**src/stb_regs.vh**
```
// Register map, field positions and codes of the split byte timer
`ifndef STB_REGS_VH
`define STB_REGS_VH

// ----------------------------------------------------------------
// Register offsets
// ----------------------------------------------------------------
`define STB_ADR_CTRL 8'h01
`define STB_ADR_IRQ_EN 8'h06
`define STB_ADR_CTRLG_CLR 8'h08
`define STB_ADR_CTRLG_SET 8'h09
`define STB_ADR_BV_CLR 8'h0a
`define STB_ADR_BV_SET 8'h0b
`define STB_ADR_FLAGS 8'h0c
`define STB_ADR_LOW_COUNT_BYTE 8'h20
`define STB_ADR_LOW_PERIOD_BYTE 8'h26
`define STB_ADR_LOW_PERIOD_BUFFER_BYTE 8'h37
`define STB_ADR_LCC_BASE 8'h28
`define STB_ADR_HCC_BASE 8'h29
`define STB_ADR_LCCBUF_BASE 8'h38
`define STB_ADR_HCCBUF_BASE 8'h39

// ----------------------------------------------------------------
// Field positions
// ----------------------------------------------------------------
`define STB_CTRL_RUN 3
`define STB_CTRL_CAPT 4
`define STB_G_DIR 0
`define STB_G_LOCK 1
`define STB_G_CMD_LSB 2
`define STB_FLAG_WRAP 0
`define STB_FLAG_TRIG 2
`define STB_FLAG_MATCH_LSB 4
`define STB_BV_PER 0

// ----------------------------------------------------------------
// Codes and reset values
// ----------------------------------------------------------------
`define STB_WG_DS_BOT 3'h5
`define STB_WG_DS_TOP 3'h6
`define STB_CMD_UPDATE 2'h1
`define STB_CMD_RESTART 2'h2
`define STB_CMD_RESET 2'h3
`define STB_BYTE_RST 8'h00

`endif

```
**src/stb_mem.v**
```verilog
// Small register-read memory holding the high channel compare and buffer bytes
`include "stb_regs.vh"
`default_nettype none

module stb_mem (
  input wire clk_i,
  input wire srst_i,
  input wire we_i,
  input wire [2:0] waddr_i,
  input wire [7:0] wdata_i,
  input wire [2:0] raddr_i,
  input wire sel_local_i,
  input wire [7:0] local_i,
  output reg [7:0] rdata_ff
);

  reg [7:0] mem_ff [0:7];
  integer i;

  always @(posedge clk_i) begin
    if (srst_i) begin
      for (i = 0; i < 8; i = i + 1) begin
        mem_ff[i] <= `STB_BYTE_RST;
      end
    end else if (we_i) begin
      mem_ff[waddr_i] <= wdata_i;
    end
  end

  // Local registers share this output flop so read data always leave a flop
  always @(posedge clk_i) begin
    if (srst_i) begin
      rdata_ff <= `STB_BYTE_RST;
    end else begin
      rdata_ff <= sel_local_i ? local_i : mem_ff[raddr_i];
    end
  end

endmodule // stb_mem

`default_nettype wire

```
**src/stb_cnt.v**
```verilog
// Low byte counter with single and dual slope direction handling
`default_nettype none

module stb_cnt (
  input wire clk_i,
  input wire srst_i,
  input wire run_i,
  input wire dual_i,
  input wire [7:0] per_i,
  input wire load_i,
  input wire [7:0] load_val_i,
  input wire restart_i,
  input wire dir_wr_i,
  input wire dir_val_i,
  output reg [7:0] cnt_ff,
  output reg dir_ff,
  output reg top_ff,
  output reg bot_ff
);

  reg [7:0] nxt_cnt;
  reg nxt_dir;
  wire at_top;
  wire at_bot;

  assign at_top = run_i && !dir_ff && (cnt_ff == per_i);
  assign at_bot = run_i && dir_ff && (cnt_ff == 8'h00);

  always @* begin
    nxt_cnt = cnt_ff;
    nxt_dir = dir_ff;
    if (restart_i) begin
      nxt_cnt = 8'h00;
      nxt_dir = 1'b0;
    end else begin
      if (run_i) begin
        if (!dir_ff) begin
          if (at_top) begin
            nxt_cnt = dual_i ? cnt_ff - 8'h01 : 8'h00;
            nxt_dir = dual_i;
          end else begin
            nxt_cnt = cnt_ff + 8'h01;
          end
        end else begin
          if (at_bot) begin
            nxt_cnt = dual_i ? cnt_ff + 8'h01 : per_i;
            nxt_dir = !dual_i;
          end else begin
            nxt_cnt = cnt_ff - 8'h01;
          end
        end
      end
      // Software writes win over counting in the same cycle
      if (load_i) begin
        nxt_cnt = load_val_i;
      end
      if (dir_wr_i) begin
        nxt_dir = dir_val_i;
      end
    end
  end

  always @(posedge clk_i) begin
    if (srst_i) begin
      cnt_ff <= 8'h00;
      dir_ff <= 1'b0;
      top_ff <= 1'b0;
      bot_ff <= 1'b0;
    end else begin
      cnt_ff <= nxt_cnt;
      dir_ff <= nxt_dir;
      top_ff <= at_top && !restart_i && !load_i;
      bot_ff <= at_bot && !restart_i && !load_i;
    end
  end

endmodule // stb_cnt

`default_nettype wire

```
**src/stb_top.v**
```verilog
// Low byte half of a split byte timer: counter, period, channels, flags
//
// Functional notes
// - Wrap flag on top or bottom per mode
// - Vector execution leaves wrap flag set
// - Writing one clears wrap flag; zero ignored
// - Wrap flag drives transfer request
// - Transfer write to count/period/buffer clears flag
// - Low count byte, read/write, resets zero
// - Low period byte, read/write, resets zero
// - Low channel compare bytes, read/write, reset zero
// - High channel compare bytes, read/write, reset zero
// - Low period buffer byte, read/write, resets zero
// - Low channel buffer bytes, read/write, reset zero
// - High channel buffer bytes, read/write, reset zero; never transferred
// - Period buffer valid set on write, cleared on update
// - Update lock blocks buffer transfers outside capture
// - Compare equality sets match flag while running outside capture
`include "stb_regs.vh"
`default_nettype none

module stb_top (
  input wire clk_i,
  input wire srst_i,
  input wire [7:0] addr_i,
  input wire [7:0] wdata_i,
  input wire wr_i,
  input wire rd_i,
  input wire dma_i,
  input wire [3:0] match_ack_i,
  input wire wrap_ack_i,
  input wire trig_i,
  output wire [7:0] rdata_o,
  output reg irq_o,
  output reg dma_req_o
);

  // ----------------------------------------------------------------
  // Address decode helpers
  // ----------------------------------------------------------------
  function is_lcc;
    input [7:0] a;
    begin
      is_lcc = (a[7:4] == 4'h2) && a[3] && !a[0];
    end
  endfunction

  function is_lccbuf;
    input [7:0] a;
    begin
      is_lccbuf = (a[7:4] == 4'h3) && a[3] && !a[0];
    end
  endfunction

  function is_high;
    input [7:0] a;
    begin
      is_high = ((a[7:4] == 4'h2) || (a[7:4] == 4'h3)) && a[3] && a[0];
    end
  endfunction

  // ----------------------------------------------------------------
  // State
  // ----------------------------------------------------------------
  reg [7:0] ctrl_ff;
  reg [7:0] irq_en_ff;
  reg lock_ff;
  reg [7:0] flags_ff;
  reg [7:0] per_ff;
  reg [7:0] perbuf_ff;
  reg [7:0] lcc_ff [0:3];
  reg [7:0] lccbuf_ff [0:3];
  reg [4:0] bv_ff;
  reg [2:0] trig_sync_ff;
  reg [7:0] nxt_flags;
  reg [4:0] nxt_bv;
  reg [7:0] local_rd;
  integer n;
  // Own index for the combinational flag loop so no variable has two drivers
  integer k;

  wire [7:0] cnt;
  wire dir;
  wire top_evt;
  wire bot_evt;
  wire [2:0] wg_sel;
  wire dual;
  wire capt;
  wire wr_low_count_byte;
  wire wr_low_period_byte;
  wire wr_low_period_buffer_byte;
  wire wr_gclr;
  wire wr_gset;
  wire [1:0] cmd;
  wire trig_evt;
  wire restart;
  wire upd_cond;
  wire upd_go;
  wire wrap_evt;
  wire [1:0] ch;
  wire run;
  wire wr_ctrl;
  wire wr_irq_en;
  wire wr_bv_clr;
  wire wr_bv_set;
  wire wr_flags;
  wire wr_lcc;
  wire wr_lccbuf;
  wire dma_clr;

  assign wg_sel = ctrl_ff[2:0];
  assign dual = wg_sel[2];
  assign capt = ctrl_ff[`STB_CTRL_CAPT];
  assign ch = addr_i[2:1];
  assign wr_low_count_byte = wr_i && (addr_i == `STB_ADR_LOW_COUNT_BYTE);
  assign wr_low_period_byte = wr_i && (addr_i == `STB_ADR_LOW_PERIOD_BYTE);
  assign wr_low_period_buffer_byte = wr_i && (addr_i == `STB_ADR_LOW_PERIOD_BUFFER_BYTE);
  assign wr_gclr = wr_i && (addr_i == `STB_ADR_CTRLG_CLR);
  assign wr_gset = wr_i && (addr_i == `STB_ADR_CTRLG_SET);
  assign cmd = (wr_gclr || wr_gset) ? wdata_i[`STB_G_CMD_LSB+1:`STB_G_CMD_LSB] : 2'h0;
  assign run = ctrl_ff[`STB_CTRL_RUN];
  assign wr_ctrl = wr_i && (addr_i == `STB_ADR_CTRL);
  assign wr_irq_en = wr_i && (addr_i == `STB_ADR_IRQ_EN);
  assign wr_bv_clr = wr_i && (addr_i == `STB_ADR_BV_CLR);
  assign wr_bv_set = wr_i && (addr_i == `STB_ADR_BV_SET);
  assign wr_flags = wr_i && (addr_i == `STB_ADR_FLAGS);
  assign wr_lcc = wr_i && is_lcc(addr_i);
  assign wr_lccbuf = wr_i && is_lccbuf(addr_i);
  // Only transfer engine writes to these bytes withdraw the request; plain software writes to them do not
  assign dma_clr = dma_i && (wr_low_count_byte || wr_low_period_byte || wr_low_period_buffer_byte);

  // ----------------------------------------------------------------
  // Trigger restart pin
  // ----------------------------------------------------------------
  // Second and third stages feed the edge detector; the first stays clean
  always @(posedge clk_i) begin
    if (srst_i) begin
      trig_sync_ff <= 3'h0;
    end else begin
      trig_sync_ff <= {trig_sync_ff[1:0], trig_i};
    end
  end

  assign trig_evt = trig_sync_ff[1] && !trig_sync_ff[2];
  // A hard reset command only acts while the counter is stopped
  assign restart = trig_evt || (cmd == `STB_CMD_RESTART) ||
                   ((cmd == `STB_CMD_RESET) && !run);

  // ----------------------------------------------------------------
  // Counter
  // ----------------------------------------------------------------
  stb_cnt u_cnt (
    .clk_i(clk_i),
    .srst_i(srst_i),
    .run_i(run),
    .dual_i(dual),
    .per_i(per_ff),
    .load_i(wr_low_count_byte),
    .load_val_i(wdata_i),
    .restart_i(restart),
    .dir_wr_i((wr_gclr || wr_gset) && wdata_i[`STB_G_DIR]),
    .dir_val_i(wr_gset),
    .cnt_ff(cnt),
    .dir_ff(dir),
    .top_ff(top_evt),
    .bot_ff(bot_evt)
  );

  // Single slope wraps where it turns; dual slope picks its edge by mode
  assign wrap_evt = !dual ? (top_evt || bot_evt) :
                    (wg_sel == `STB_WG_DS_BOT) ? bot_evt :
                    (wg_sel == `STB_WG_DS_TOP) ? top_evt :
                    (top_evt || bot_evt);
  assign upd_cond = (dual ? bot_evt : (top_evt || bot_evt)) ||
                    (cmd == `STB_CMD_UPDATE);
  // Lock has no effect in capture operation
  assign upd_go = upd_cond && (!lock_ff || capt);

  // ----------------------------------------------------------------
  // Control registers
  // ----------------------------------------------------------------
  always @(posedge clk_i) begin
    if (srst_i) begin
      ctrl_ff <= 8'h00;
      irq_en_ff <= 8'h00;
      lock_ff <= 1'b0;
    end else begin
      if (wr_ctrl) begin
        ctrl_ff <= {3'h0, wdata_i[4:0]};
      end
      if (wr_irq_en) begin
        irq_en_ff <= wdata_i & 8'hf5;
      end
      if (wr_gset && wdata_i[`STB_G_LOCK]) begin
        lock_ff <= 1'b1;
      end else if (wr_gclr && wdata_i[`STB_G_LOCK]) begin
        lock_ff <= 1'b0;
      end
    end
  end

  // ----------------------------------------------------------------
  // Period, channel and buffer bytes
  // ----------------------------------------------------------------
  always @* begin
    nxt_bv = bv_ff;
    if (upd_go) begin
      nxt_bv = 5'h00;
    end
    if (wr_bv_clr) begin
      nxt_bv = nxt_bv & ~wdata_i[4:0];
    end
    if (wr_bv_set) begin
      nxt_bv = nxt_bv | wdata_i[4:0];
    end
    // New buffer data sets valid and beats a same-cycle clear
    if (wr_low_period_buffer_byte) begin
      nxt_bv[`STB_BV_PER] = 1'b1;
    end
    // Widen before adding so channel D lands on bit 4, not on the period bit
    if (wr_lccbuf) begin
      nxt_bv[{1'b0, ch} + 3'd1] = 1'b1;
    end
  end

  always @(posedge clk_i) begin
    if (srst_i) begin
      per_ff <= `STB_BYTE_RST;
      perbuf_ff <= `STB_BYTE_RST;
      bv_ff <= 5'h00;
      for (n = 0; n < 4; n = n + 1) begin
        lcc_ff[n] <= `STB_BYTE_RST;
        lccbuf_ff[n] <= `STB_BYTE_RST;
      end
    end else begin
      bv_ff <= nxt_bv;
      if (upd_go && bv_ff[`STB_BV_PER]) begin
        per_ff <= perbuf_ff;
      end
      if (wr_low_period_byte) begin
        per_ff <= wdata_i;
      end
      if (wr_low_period_buffer_byte) begin
        perbuf_ff <= wdata_i;
      end
      for (n = 0; n < 4; n = n + 1) begin
        if (upd_go && bv_ff[n+1]) begin
          lcc_ff[n] <= lccbuf_ff[n];
        end
      end
      if (wr_lcc) begin
        lcc_ff[ch] <= wdata_i;
      end
      if (wr_lccbuf) begin
        lccbuf_ff[ch] <= wdata_i;
      end
    end
  end

  // ----------------------------------------------------------------
  // Flags, interrupt and transfer request
  // ----------------------------------------------------------------
  always @* begin
    nxt_flags = flags_ff;
    // Vector execution clears match flags only; the wrap flag stays
    nxt_flags[7:4] = flags_ff[7:4] & ~match_ack_i;
    if (wrap_ack_i) begin
      nxt_flags[`STB_FLAG_WRAP] = flags_ff[`STB_FLAG_WRAP];
    end
    if (wr_flags) begin
      nxt_flags = nxt_flags & ~(wdata_i & 8'hf5);
    end
    if (dma_clr) begin
      nxt_flags[`STB_FLAG_WRAP] = 1'b0;
    end
    // Hardware events win over any clear in the same cycle
    if (wrap_evt) begin
      nxt_flags[`STB_FLAG_WRAP] = 1'b1;
    end
    if (trig_evt) begin
      nxt_flags[`STB_FLAG_TRIG] = 1'b1;
    end
    for (k = 0; k < 4; k = k + 1) begin
      if (!capt && run && (cnt == lcc_ff[k])) begin
        nxt_flags[`STB_FLAG_MATCH_LSB + k] = 1'b1;
      end
    end
  end

  always @(posedge clk_i) begin
    if (srst_i) begin
      flags_ff <= 8'h00;
      irq_o <= 1'b0;
      dma_req_o <= 1'b0;
    end else begin
      flags_ff <= nxt_flags;
      irq_o <= |(nxt_flags & irq_en_ff);
      dma_req_o <= nxt_flags[`STB_FLAG_WRAP];
    end
  end

  // ----------------------------------------------------------------
  // Read path
  // ----------------------------------------------------------------
  always @* begin
    local_rd = 8'h00;
    case (addr_i)
      `STB_ADR_CTRL: local_rd = ctrl_ff;
      `STB_ADR_IRQ_EN: local_rd = irq_en_ff;
      `STB_ADR_CTRLG_CLR, `STB_ADR_CTRLG_SET: local_rd = {6'h00, lock_ff, dir};
      `STB_ADR_BV_CLR, `STB_ADR_BV_SET: local_rd = {3'h0, bv_ff};
      `STB_ADR_FLAGS: local_rd = flags_ff;
      `STB_ADR_LOW_COUNT_BYTE: local_rd = cnt;
      `STB_ADR_LOW_PERIOD_BYTE: local_rd = per_ff;
      `STB_ADR_LOW_PERIOD_BUFFER_BYTE: local_rd = perbuf_ff;
      default: begin
        if (is_lcc(addr_i)) begin
          local_rd = lcc_ff[ch];
        end else if (is_lccbuf(addr_i)) begin
          local_rd = lccbuf_ff[ch];
        end
      end
    endcase
  end

  stb_mem u_mem (
    .clk_i(clk_i),
    .srst_i(srst_i),
    .we_i(wr_i && is_high(addr_i)),
    .waddr_i({addr_i[4], addr_i[2:1]}),
    .wdata_i(wdata_i),
    .raddr_i({addr_i[4], addr_i[2:1]}),
    .sel_local_i(!(rd_i && is_high(addr_i))),
    .local_i(rd_i ? local_rd : 8'h00),
    .rdata_ff(rdata_o)
  );

endmodule // stb_top

`default_nettype wire

```
**config.mk**
```make
export PLATFORM = sky130hd
export DESIGN_NAME = stb_top
export DESIGN_NICKNAME = d
export VERILOG_FILES = /design/src/stb_mem.v /design/src/stb_cnt.v /design/src/stb_top.v
export VERILOG_INCLUDE_DIRS = /design/src
export SDC_FILE = /design/constraint.sdc
export NUM_CORES = 1
export LEC_CHECK = 0
export BUFFER_PORTS_ARGS = -buffer_cell sky130_fd_sc_hd__buf_2
export CORE_MARGIN = 1.5
export CORE_UTILIZATION = 30
export DETAILED_ROUTE_END_ITERATION = 10
export HOLD_SLACK_MARGIN = 0.03
export MAX_ROUTING_LAYER = met4
export PLACE_DENSITY_LB_ADDON = 0.12
export SETUP_SLACK_MARGIN = 0.4
export SLEW_MARGIN = 10
export SYNTH_ARGS = -nofsm -noshare
export SYNTH_HDL_FRONTEND = slang
export SYNTH_HIERARCHICAL = 1
export SYNTH_SLANG_ARGS = --single-unit
```
**constraint.sdc**
```tcl
create_clock -name clk_i -period 3.7 [get_ports clk_i]
set_input_delay 0.925 -clock clk_i [delete_from_list [all_inputs] [get_ports clk_i]]
set_output_delay 0.925 -clock clk_i [all_outputs]
set_load 0.01 [all_outputs]
```
## Word level (Yosys, flattened, before mapping)

Memories as Yosys holds them, arrays and structs flattened.
Index checks and enable logic that the tools add are counted.

- Bits in writable memories: 128
- Bits of input ports: 27
- Logic and storage cells: 207
- Output and inout bits: 10
- ROM bits: 0
- Register bits after elaboration: 65
- Memories kept: 3
- Bits in latches: 0

Memories:

| memory | depth | width | read ports | clocked after memory_dff | write ports | RTL line | source |
|---|---|---|---|---|---|---|---|
| u_mem.mem_ff | 8 | 8 | 1 | 0 | 8 | stb_mem.v:17 | `reg [7:0] mem_ff [0:7];` |
| lcc_ff | 4 | 8 | 5 | 0 | 5 | stb_top.v:71 | `reg [7:0] lcc_ff [0:3];` |
| lccbuf_ff | 4 | 8 | 5 | 0 | 4 | stb_top.v:72 | `reg [7:0] lccbuf_ff [0:3];` |

- Order comparisons: 2
- Div/mod/pow operators: 0
- Reduce and logical (&&, ||, !) cells: 75
- Muxes and demuxes: 74
- Multipliers: 0
- Add/subtract/negate cells: 3
- Equal/unequal tests: 22
- Bitwise operators: 13
- Shift operators: 0

Operators by type and width:

| cell | number |
|---|---|
| $mux 8 | 20 |
| $pmux 8 s8 | 1 |
| $logic_and 1x1->1 | 46 |
| $mux 1 | 45 |
| $eq 8x4->1 const B | 5 |
| $eq 8x8->1 | 5 |
| $eq 8x6->1 const B | 3 |
| $reduce_or 8->1 | 3 |
| $mux 5 | 4 |
| $and 8x8->8 | 2 |
| $or 5x5->5 | 2 |
| $logic_not 1->1 | 9 |
| $logic_or 1x1->1 | 9 |
| $add 8x1->8 const B | 1 |
| $eq 4x2->1 const B | 2 |
| $eq 8x1->1 const B | 1 |
| $eq 8x3->1 const B | 1 |
| $logic_not 8->1 | 1 |
| $not 8->8 | 1 |
| $reduce_bool 2->1 | 4 |
| $sub 8x1->8 const B | 1 |
| $eq 3x3->1 const B | 2 |
| $reduce_or 2->1 | 3 |
| $and 5x5->5 | 1 |
| 12 further kinds | 17 |

## Longest topological paths before layout

Gate-level depths: netlist (run 1).

- Word-level depth: 15
- Gate-level depth with buffers: 10

## Hierarchy

The synthesis (run 1) kept the hierarchy.

By module, submodules not included:

| module | seq. area each (um^2) | area each (um^2) | times used | cells an instance |
|---|---|---|---|---|
| stb_top | 2782.7 | 5984.5 | 1 | 551 |
| stb_mem | 2082.0 | 3325.7 | 1 | 251 |
| stb_cnt | 220.2 | 1239.9 | 1 | 174 |

## Worst setup path after synthesis (run 1)

OpenSTA, ideal clock, no wires.

- Path type: input to register
- Start point: input port addr_i[7]
- End point: memory lcc_ff[3][0] (enable)
- Stages on the path: 6
- Buffers on the path: 2
- Arrival time: 2.678 ns
- Library setup time: 0.326 ns
- Slack: 0.696 ns
- Data required time: 3.374 ns
- Cells stage by stage: or4b_1 buf_2 or4b_1 buf_6 nor2_8 a211o_1

RTL lines:

| what | RTL line | source |
|---|---|---|
| start, declared | stb_top.v:25 | `input wire [7:0] addr_i,` |
| end, declared | stb_top.v:71 |  |

==> results.json, run 1 <==
{
  "r2r_start": "u_cnt/cnt_ff[5]",
  "ios": 37,
  "synth_edf_count": 128,
  "async_flop_share_pct": 0,
  "period_needed_ps": 3000,
  "post-route-drc-count": 0,
  "max_stage_delay_ps": 680,
  "via_per_inst": 5.24,
  "max_freq_mhz": 333,
  "critPathMostFrequentCell": "or4b_1",
  "antenna_found_initial": 1,
  "synth_flop_cell": "edfxtp_1",
  "finalMaxSlewViolations": 0,
  "grt_usage_pct": 19.5,
  "die_y_um": 191,
  "grt_pass1_vias": 7717,
  "layout_common_cells": "edfxtp_1, and2_1, nand2_1",
  "overflow": 0,
  "postCtsSetupRepairBufs": 0,
  "max_cap_viol_count": 0,
  "syn_to_final_growth_pct": 13.5,
  "numCtsBuffers": 17,
  "final-setup-viol-count": 0,
  "die_x_um": 191,
  "drive_gt1_share_pct": 17.1,
  "core_area_mm2": 0.0345,
  "vdd.ir_drop.worst_v": 0.000314,
  "yosysUniqueCellTypes": 78,
  "die_area_mm2": 0.0363,
  "critical_path_class": "in -> reg",
  "power_density_mw_per_mm2": 391,
  "clock_sinks": 190,
  "hold_buffers": 0,
  "synth_nets": 1006,
  "vias": 7768,
  "fin_crit_sh_pct": 81.2,
  "root_buffer": "clkbuf_16",
  "required_ps": 3820,
  "critPathArrivalTime_ps": 3120,
  "dp.cells": 1449,
  "fill_cells": 3543,
  "tns_ps": 0,
  "status": "complete, no violations",
  "syn_area_mm2": 0.0106,
  "r2r-end": "u_cnt/cnt_ff[4]",
  "postRouteAntennaNets": 0,
  "worst_r2r_path_depth": 6,
  "place_congestion": 0.835,
  "initial_core_util_pct": 30.5,
  "yosysSeqAreaShare_pct": 48.2,
  "cts_buffer_depth": 2,
  "hold_path_class": "reg -> reg",
  "crit_chain": "buf_2 -> or4b_1 -> or4b_1 -> buf_4 -> nor2_8 -> a211o_1",
  "grt_pass1_wl_um": 50200,
  "place_hpwl_um": 24400,
  "critPathMaxFanout": 10,
  "rsz0062_at_grt": "false",
  "drt-total-wl_um": 33600,
  "portBuffers": 35,
  "multi_input_area_mm2": 0.00505,
  "endpoint": "lcc_ff[2][7]",
  "synthCells": 976,
  "rrSetupSlack_ps": 1050,
  "clock_latency_ps": 450,
  "worst_pin_slew_ps": 981,
  "clkSlewWorstSetupHoldPaths_ps": 70,
  "cp-end-kind": "flip-flop",
  "ys_ff_latch": 190,
  "utilization_pct": 34.7,
  "critPathLaunchType": "input pin",
  "fin_hold_ws_ps": 446,
  "final_common_cell": "edfxtp_1",
  "p_leak_uw": 0.00424,
  "hold_violations": 0,
  "slowest_stage": "or4b_1",
  "finalNonFillerCells": 1482,
  "maxSlewHeadroom_pct": 34.0,
  "avgSynthCellArea_um2": 10.8,
  "nets": 1043,
  "drtPass1Iterations": 5,
  "num_rows": 68,
  "dr.first_iter.drc_count": 539,
  "wl_per_cell_um": 22.7,
  "fin_skew_ps": 9.25,
  "synth_warnings": 6,
  "htree_levels": 4,
  "grt_start_max_net_pins": 41,
  "seqCellArea_mm2": 0.00508,
  "cts_resized": 0,
  "startpoint": "addr_i[0]",
  "cts_tree": "yes"
}
[cells by family after synthesis]
family	Yosys count	synth area share, %
multiplexers	61	7.70
AO/OA/AOI/OAI	199	13.9
AND/OR/NAND/NOR	386	21.8
adder cells (fa/ha/maj)	3	0.356
flip-flops	190	48.2
XOR/XNOR	48	3.98
buffers and inverters	89	4.00
[metrics by stage]
step	power, uW	area, um^2	setup WS [ps]
floorplan	2610	10600	696
global placement	2770	11400	248
detailed placement	2770	11400	241
CTS	4720	12000	709
global route	4820	12000	605
finish	4680	12000	695
[area by class of cell]
class | instances | area share [%]
Tap cell | 455 | 4.76
Timing Repair Buffer | 86 | 4.79
Antenna cell | 1 | 0.0209
Inverter | 21 | 0.659
Multi-Input combinational cell | 697 | 42.2
Clock inverter | 14 | 1.53
Clock buffer | 18 | 3.59
Sequential cell | 190 | 42.5
[cells in the mapped netlist, types with 3 or more instances]
cell type	count	area, um^2
buf_1	4	15.0
nand3b_1	5	37.5
a311oi_1	8	70.1
o41a_1	8	90.1
nor3_2	4	40.0
a211o_1	5	43.8
a21oi_1	50	250
clkbuf_1	45	169
nor3_1	16	80.1
o22ai_1	9	56.3
o31ai_1	4	30.0
nor4_1	13	81.3
a22oi_1	12	90.1
nor2b_1	11	68.8
and2_1	90	563
xor2_1	20	175
nor2_1	58	218
or2_2	14	87.6
nand3_1	37	185
nor2_8	4	80.1
a31oi_1	13	81.3
buf_2	10	50.1
nand2_1	65	244
nor4b_4	5	119
mux2i_1	44	440
buf_6	5	56.3
a211oi_1	5	37.5
ha_1	3	37.5
nand4_1	3	18.8
nor2_2	3	18.8
mux4_2	16	360
edfxtp_1	128	3840
dfxtp_1	62	1240
o21ai_0	8	40.0
nand2b_1	15	93.8
a221oi_1	5	43.8
nor3b_1	11	82.6
a21o_1	3	22.5
a222oi_1	3	30.0
xnor2_1	28	245
and3_1	13	81.3
inv_1	20	75.1
a2bb2oi_1	4	35.0
a22o_1	42	368
[state kept, by name (all words and copies together) (netlist names), 5 cells and up]
signal / count
bv_ff: 5
ctrl_ff: 5
flags_ff: 6
irq_en_ff: 6
lcc_ff: 32
lccbuf_ff: 32
per_ff: 8
perbuf_ff: 8
u_cnt/cnt_ff: 8
u_mem/mem_ff: 64
u_mem/rdata_ff: 8
[layer usage]
metal	share of wire, %	GRT usage, %	vias to the layer above
li1	-	-	3712
met5	0	-	-
met1	49	26.7	3862
met3	2.9	2.67	30
met2	47	30.3	164
met4	1.6	5.03	0
[worst max-delay path, delay by kind of cell]
kind | cells | cell delay (ps)
compound gates | 1 | 360
simple gates | 3 | 1450
buf+inv | 2 | 380
[report_power, final]
group | internal (uW) | switching, uW
combinational | 115 | 225
clock | 1080 | 878
sequential | 2330 | 44.7
total | 3530 | 1150
[how the worst min path moves through the flow]
stage	start	endpoint	slack [ps]	depth (start not counted)
global route	trig_sync_ff[0]	trig_sync_ff[1]	470	1
detailed placement	trig_sync_ff[0]	trig_sync_ff[1]	430	1
floorplan	trig_sync_ff[0]	trig_sync_ff[1]	410	1
finish	trig_sync_ff[0]	trig_sync_ff[1]	450	1
CTS	trig_sync_ff[0]	trig_sync_ff[1]	440	1
global placement	trig_sync_ff[0]	trig_sync_ff[1]	430	1
Power figures use the tool's default switching activity.
==> inputs of run 2 (changes only) <==
--- a/config.mk
+++ b/config.mk
@@ -6,6 +6,7 @@
 export SDC_FILE = /design/constraint.sdc
 export NUM_CORES = 1
 export LEC_CHECK = 0
+export ABC_AREA = 1
 export BUFFER_PORTS_ARGS = -buffer_cell sky130_fd_sc_hd__buf_2
 export CORE_MARGIN = 1.5
 export CORE_UTILIZATION = 30
==> constraint.sdc (replaced) <==
create_clock -name clk_i -period 2.7 [get_ports clk_i]
set_input_delay 0.675 -clock clk_i [delete_from_list [all_inputs] [get_ports clk_i]]
set_output_delay 0.675 -clock clk_i [all_outputs]
set_load 0.01 [all_outputs]
==> run 2 against run 1 <==
  * Sequential cell count is the same
  * Sequential power grew 37%
  * Cell area grew 7.3%
  * Count of clock-buffer cells in the layout is the same
  * Final cell count grew 35%
  * Sequential share of layout area shrank 2.9 points
  * Core utilization grew 1.5 points
  * Combinational power grew 62%
  * Via count grew 26%
  * First-iteration DRC count grew 41%
  * Critical path type unchanged
  * Largest cell class unchanged
  * Largest power group unchanged
  * Highest routed layer unchanged
==> results.json, run 2 <==
{
  "status": "complete, no violations",
  "avgSynthCellArea_um2": 7.59,
  "final-setup-viol-count": 0,
  "critPathMaxFanout": 11,
  "clkSlewWorstSetupHoldPaths_ps": 70,
  "yosysUniqueCellTypes": 46,
  "synthCells": 1428,
  "yosys-top-cells-area": "edfxtp_1, nand2_1, dfxtp_1",
  "drtPass1Iterations": 5,
  "place_hpwl_um": 30100,
  "drt-total-wl_um": 39300,
  "finalMaxSlewViolations": 0,
  "grt_start_max_net_pins": 36,
  "synth_top_family_by_area": "simple AND/OR/NAND/NOR gates",
  "postRouteAntennaNets": 0,
  "grt_pass1_vias": 9338,
  "initial_core_util_pct": 30.5,
  "vdd.ir_drop.worst_v": 0.000459,
  "nets": 1563,
  "cts_tree": "yes",
  "grtUsageMet1_pct": 29.3,
  "top_regs": "u_mem/mem_ff (64), lcc_ff (32), lccbuf_ff (32)",
  "cts_buffer_depth": 2,
  "maxSlewHeadroom_pct": 56.2,
  "largest_register_ffs": 64,
  "crit_family": "simple AND/OR/NAND/NOR gates",
  "utilization_pct": 36.1,
  "dr.first_iter.drc_count": 761,
  "synth_nets": 1458,
  "overflow": 0,
  "root_buffer": "clkbuf_16",
  "hold_path_class": "reg -> reg",
  "syn_area_mm2": 0.0108,
  "die_x_um": 193,
  "ios": 37,
  "power_density_mw_per_mm2": 500,
  "core_area_mm2": 0.0356,
  "max_flop_register": "u_mem/mem_ff",
  "yosysMostFrequentCell": "nand2_1",
  "tns_ps": 0,
  "clock_sinks": 190,
  "clock_latency_ps": 450,
  "wl_per_cell_um": 19.6,
  "synth_top_area_share_pct": 35.5,
  "synthMuxAreaShare_pct": 0,
  "max_cap_viol_count": 0,
  "synth_warnings": 6,
  "syn_to_final_growth_pct": 18.6,
  "die_y_um": 193,
  "synth_common_cells": "nand2_1, nor2_1, edfxtp_1",
  "hold_buffers": 0,
  "vias": 9800,
  "layout_common_cells": "nand2_1, nor2_1, edfxtp_1",
  "max_stage_delay_ps": 240,
  "numCtsBuffers": 17,
  "grt_busiest_layer": "met2",
  "synth_simple_gate_area_share_pct": 33.8,
  "synth-compound-area-share_pct": 9.63,
  "synth_edf_count": 128,
  "period_needed_ps": 2210,
  "drive_gt1_share_pct": 15.1,
  "holdPathStages": 2,
  "yosysSeqAreaShare_pct": 46.9,
  "hold_violations": 0,
  "crit_buf_inv": 4,
  "synth_flop_cell": "edfxtp_1",
  "die_area_mm2": 0.0373,
  "fin_crit_sh_pct": 82.0,
  "num_rows": 69,
  "num_antenna_cells": 0,
  "antenna_found_initial": 0,
  "via_per_inst": 4.88,
  "post-route-drc-count": 0,
  "place_congestion": 0.920,
  "ys_ff_latch": 190,
  "async_flop_share_pct": 0,
  "dp.cells": 1973,
  "grt_use_met2_pct": 35.6,
  "grt_usage_pct": 22.5,
  "rrSetupSlack_ps": 600,
  "cp.depth": 14,
  "portBuffers": 35,
  "critPathLaunchType": "input pin",
  "slowest_stage": "o21ai_0",
  "rsz0062_at_grt": "true",
  "p_leak_uw": 0.00548,
  "final_common_cell": "nand2_1",
  "crit_chain": "buf_2 -> buf_4 -> nor2_1 -> buf_4 -> nand2_1 -> nand4_1 -> a21oi_1 -> o21ai_0 -> nand2_1 -> nor2_1 -> nor2_1 -> nor2_1 -> nand2_1 -> inv_1",
  "worst_r2r_path_depth": 9,
  "finalNonFillerCells": 2007,
  "fin_skew_ps": 11.6,
  "worst_pin_slew_ps": 656,
  "critical_path_class": "in -> reg",
  "htree_levels": 4,
  "gr-usage-met3_pct": 3.73,
  "synth_xor_area_share_pct": 1.62,
  "required_ps": 3090,
  "grt_pass1_wl_um": 58900,
  "critPathArrivalTime_ps": 2610,
  "max_freq_mhz": 452,
  "cp-end-kind": "flip-flop",
  "synthAdderAreaFrac_pct": 0.346,
  "critPathMostFrequentCell": "nor2_1",
  "synth_top_cell_by_area": "edfxtp_1"
}
-- run 2: cell types whose count changed in the layout (fill, tap and decap cells not counted), sizes merged, moves of 48 or more --
cell | previous run | this run
buf | 86 | 134
nand2 | 67 | 461
nand3 | 37 | 113
o21ai | 8 | 67
inv | 24 | 135
and2 | 90 | 2
nor2 | 65 | 207
-- run 2: area by class of cell --
| cell class | instances | area, um^2 |
|---|---|---|
| repair buffers | 134 | 1080 |
| inverters | 141 | 542 |
| fillers | 3830 | 22700 |
| well taps | 461 | 577 |
| clock inverters | 14 | 156 |
| multi-input cells | 1049 | 4970 |
| clock buffers | 18 | 439 |
| flip-flops and latches | 190 | 5080 |
-- run 2: through the flow --
stage / instance area (um^2) / setup WS (ps) / power, uW / hold WS (ps)
3_5_place_dp: 12200 / -140 / 3890 / 395
3_3_place_gp: 12200 / -115 / 3890 / 391
2_1_floorplan: 10800 / 259 / 3590 / 388
4_1_cts: 12800 / 438 / 6490 / 402
6_report: 12800 / 485 / 6420 / 402
5_1_grt: 12800 / 378 / 6660 / 406
-- run 2: power by group --
group,total [uW],internal [uW],switching (uW)
logic,551,170,381
clock network,2590,1400,1190
registers,3270,3200,72.7
-- run 2: worst reg2reg max path, stage by stage, from the launching register on --
cell     delay, ps
dfxtp_1        580
inv_2          190
ha_1           250
nand2_2         90
nor2_1          60
nand2_1        260
o21ai_0        120
o21ai_1        250
nand2_1        120
a21oi_2        120
-- run 2: logic make-up (layout without fill, tap and decap cells) --
kind of cell / count (synthesis) / in the layout
AO/OA/AOI/OAI: 184 / 184
XOR/XNOR: 20 / 20
adder cells (fa/ha/maj): 3 / 3
buffers and inverters: 189 / 307
flip-flops: 190 / 190
AND/OR/NAND/NOR: 842 / 842
-- run 2: final timing paths --
kind,startpoint,endpoint
max,addr_i[2],u_mem/rdata_ff[0]
min,trig_sync_ff[0],trig_sync_ff[1]
max reg2reg,u_cnt/cnt_ff[0],u_cnt/dir_ff
min reg2reg,trig_sync_ff[0],trig_sync_ff[1]
-- run 2: layer usage --
layer	share of wire (%)	vias up
met5	0	-
met4	2.9	0
met3	4.0	53
met2	47	226
met1	46	4617
li1	-	4904
-- run 2: repair_timing --
| item | CTS | global route |
|---|---|---|
| resized for setup | 2 | 10 |
| pin swaps | 0 | 3 |
| cloned | 0 | 0 |
| setup endpoints to repair | 12 | 57 |
| setup buffers | 0 | 2 |
==> inputs of run 3 (changes only) <==
==> constraint.sdc (replaced) <==
create_clock -name clk_i -period 1.89 [get_ports clk_i]
set_input_delay 0.4725 -clock clk_i [delete_from_list [all_inputs] [get_ports clk_i]]
set_output_delay 0.4725 -clock clk_i [all_outputs]
set_load 0.01 [all_outputs]
==> run 3 against run 2 <==
  * Sequential cell count is the same
  * Die area unchanged
  * Non-clock buffer count rose by 103
  * Via count up 7.7%
  * Final cell count grew 5.2%
  * Largest cell class is now multi-input combinational cells
==> results.json, run 3 (same netlist as run 2, synthesis figures left out) <==
{
  "status": "complete, no violations",
  "top_regs": "u_mem/mem_ff (64), lcc_ff (32), lccbuf_ff (32)",
  "drive_gt1_share_pct": 33.7,
  "num_antenna_cells": 0,
  "grt_usage_pct": 24.6,
  "finalMaxSlewViolations": 0,
  "critPathMaxFanout": 5,
  "initial_core_util_pct": 30.5,
  "min-delay-start": "trig_i",
  "die_area_mm2": 0.0373,
  "grt_pass1_vias": 10200,
  "clock_sinks": 190,
  "dpl_worst_slack_ps": -611,
  "final_common_cell": "nand2_1",
  "portBuffers": 35,
  "required_ps": 2230,
  "final-setup-viol-count": 0,
  "antenna_found_initial": 0,
  "drtPass1Iterations": 6,
  "maxSlewHeadroom_pct": 47.0,
  "root_buffer": "clkbuf_16",
  "ios": 37,
  "post-route-cell-area_mm2": 0.0152,
  "post-route-drc-count": 0,
  "rrSetupSlack_ps": 220,
  "p_leak_uw": 0.00633,
  "critical_path_class": "in -> reg",
  "die_y_um": 193,
  "max_flop_register": "u_mem/mem_ff",
  "cts_buffer_depth": 2,
  "cp-end-kind": "flip-flop",
  "largest_register_ffs": 64,
  "place_area_mm2": 0.0129,
  "wl_per_cell_um": 20.6,
  "min_to": "trig_sync_ff[0]",
  "hold_path_class": "in -> reg",
  "r2r_start": "lccbuf_ff[0][3]",
  "clock_latency_ps": 460,
  "postRouteAntennaNets": 0,
  "cts_tree": "yes",
  "nets": 1667,
  "via_per_inst": 5.00,
  "place_congestion": 0.946,
  "clkSlewWorstSetupHoldPaths_ps": 70,
  "fin_crit_sh_pct": 97.9,
  "num_rows": 69,
  "hold_violations": 0,
  "grt_start_max_net_pins": 36,
  "crit_buf_inv": 7,
  "power_density_mw_per_mm2": 601,
  "max_cap_viol_count": 0,
  "htree_levels": 4,
  "finalNonFillerCells": 2111,
  "fin_ws_ps": 40.1,
  "slowest_stage": "nor2_4",
  "rsz0062_at_grt": "true",
  "critPathMostFrequentCell": "buf_6",
  "die_x_um": 193,
  "dr.first_iter.drc_count": 902,
  "dp.cells": 2046,
  "numCtsBuffers": 17,
  "total_power_uw": 9150,
  "worst_r2r_path_depth": 10,
  "syn_to_final_growth_pct": 40.6,
  "holdPathStages": 3,
  "drt-total-wl_um": 43500,
  "vias": 10600,
  "worst_pin_slew_ps": 794,
  "max_stage_delay_ps": 190,
  "crit_chain": "buf_6 -> nor2_4 -> nand2_4 -> buf_6 -> nor3_4 -> nand2_2 -> buf_6 -> buf_6 -> buf_6 -> buf_6 -> o21ai_2 -> or2_4 -> clkbuf_16 -> a21oi_2",
  "fin_skew_ps": 13.8,
  "fin_hold_ws_ps": 223,
  "vdd.ir_drop.worst_v": 0.000706,
  "overflow": 0,
  "layout_common_cells": "nand2_1, buf_4, edfxtp_1",
  "critPathLaunchType": "input pin",
  "critPathArrivalTime_ps": 2190,
  "place_hpwl_um": 32900,
  "r2r-end": "u_mem/rdata_ff[3]",
  "grt_pass1_wl_um": 64500,
  "core_area_mm2": 0.0356,
  "period_needed_ps": 1850,
  "crit_family": "buffers and inverters",
  "max_freq_mhz": 541
}
-- run 3: cell types whose count changed in the layout (fill, tap and decap cells not counted), moves of 14 or more --
cell     delta
nor2_1     -84
nand2_2    +25
nand2_1    -47
o21ai_0    -21
buf_4      +56
nor2_4     +62
buf_6      +40
nor2_2     +22
nor3_1     -14
-- run 3: worst max-delay path by stage --
stage | to | slack (ps) | cells after the start | start
6_report | u_cnt/cnt_ff[4] | 40 | 14 | addr_i[7]
3_3_place_gp | u_mem/rdata_ff[4] | -640 | 14 | addr_i[4]
4_1_cts | u_cnt/cnt_ff[7] | 140 | 14 | addr_i[6]
3_5_place_dp | u_mem/rdata_ff[4] | -610 | 14 | addr_i[4]
5_1_grt | u_mem/rdata_ff[6] | -30 | 16 | addr_i[7]
2_1_floorplan | lcc_ff[0][0] | -60 | 8 | addr_i[7]
-- run 3: timing repair --
| action | in CTS | in global routing |
|---|---|---|
| setup endpoints to repair | 293 | 283 |
| pin swaps | 88 | 49 |
| gates cloned | 2 | 3 |
| hold buffers | 0 | 0 |
| setup buffers | 24 | 4 |
| gates resized for setup | 209 | 206 |
-- run 3: per-layer routing --
metal  wire length (um)  global-route usage [%]
met5                  0                       -
met4               1110                    7.25
met3               2080                    3.20
met2              20300                    38.5
met1              20000                    33.3
-- run 3: per-stage QoR --
step | setup TNS, ps | utilization, %
finish | 0 | 42.8
global route | -65.0 | 42.8
CTS | 0 | 40.4
floorplan | -3620 | -
detailed placement | -98500 | 36.1
global placement | -99620 | 36.1
-- run 3: area by class of cell --
cell class | count | area, um^2
fillers | 3605 | 20300
multi-input cells | 1049 | 6270
flip-flops and latches | 190 | 5100
repair buffers | 237 | 2160
well taps | 461 | 577
inverters | 141 | 573
clock buffers | 19 | 433
clock inverters | 13 | 105
repair inverters | 1 | 7.51
-- run 3: worst reg2reg max path, stage by stage (launching register included) --
cell      delay [ps]
edfxtp_1         430
nand2_1          140
nand4_1          140
a21oi_1          310
o21ai_0          170
nand2_1           90
nor2_1            50
nor2_1            90
nor2_1            50
nand2_1           60
inv_1             40
-- run 3: power breakdown --
group | leakage (uW) | total [uW] | switching [uW] | internal [uW]
Combinational | 0.00434 | 988 | 667 | 320
Clock | 0.000269 | 3490 | 1760 | 1720
Sequential | 0.00172 | 4680 | 107 | 4570
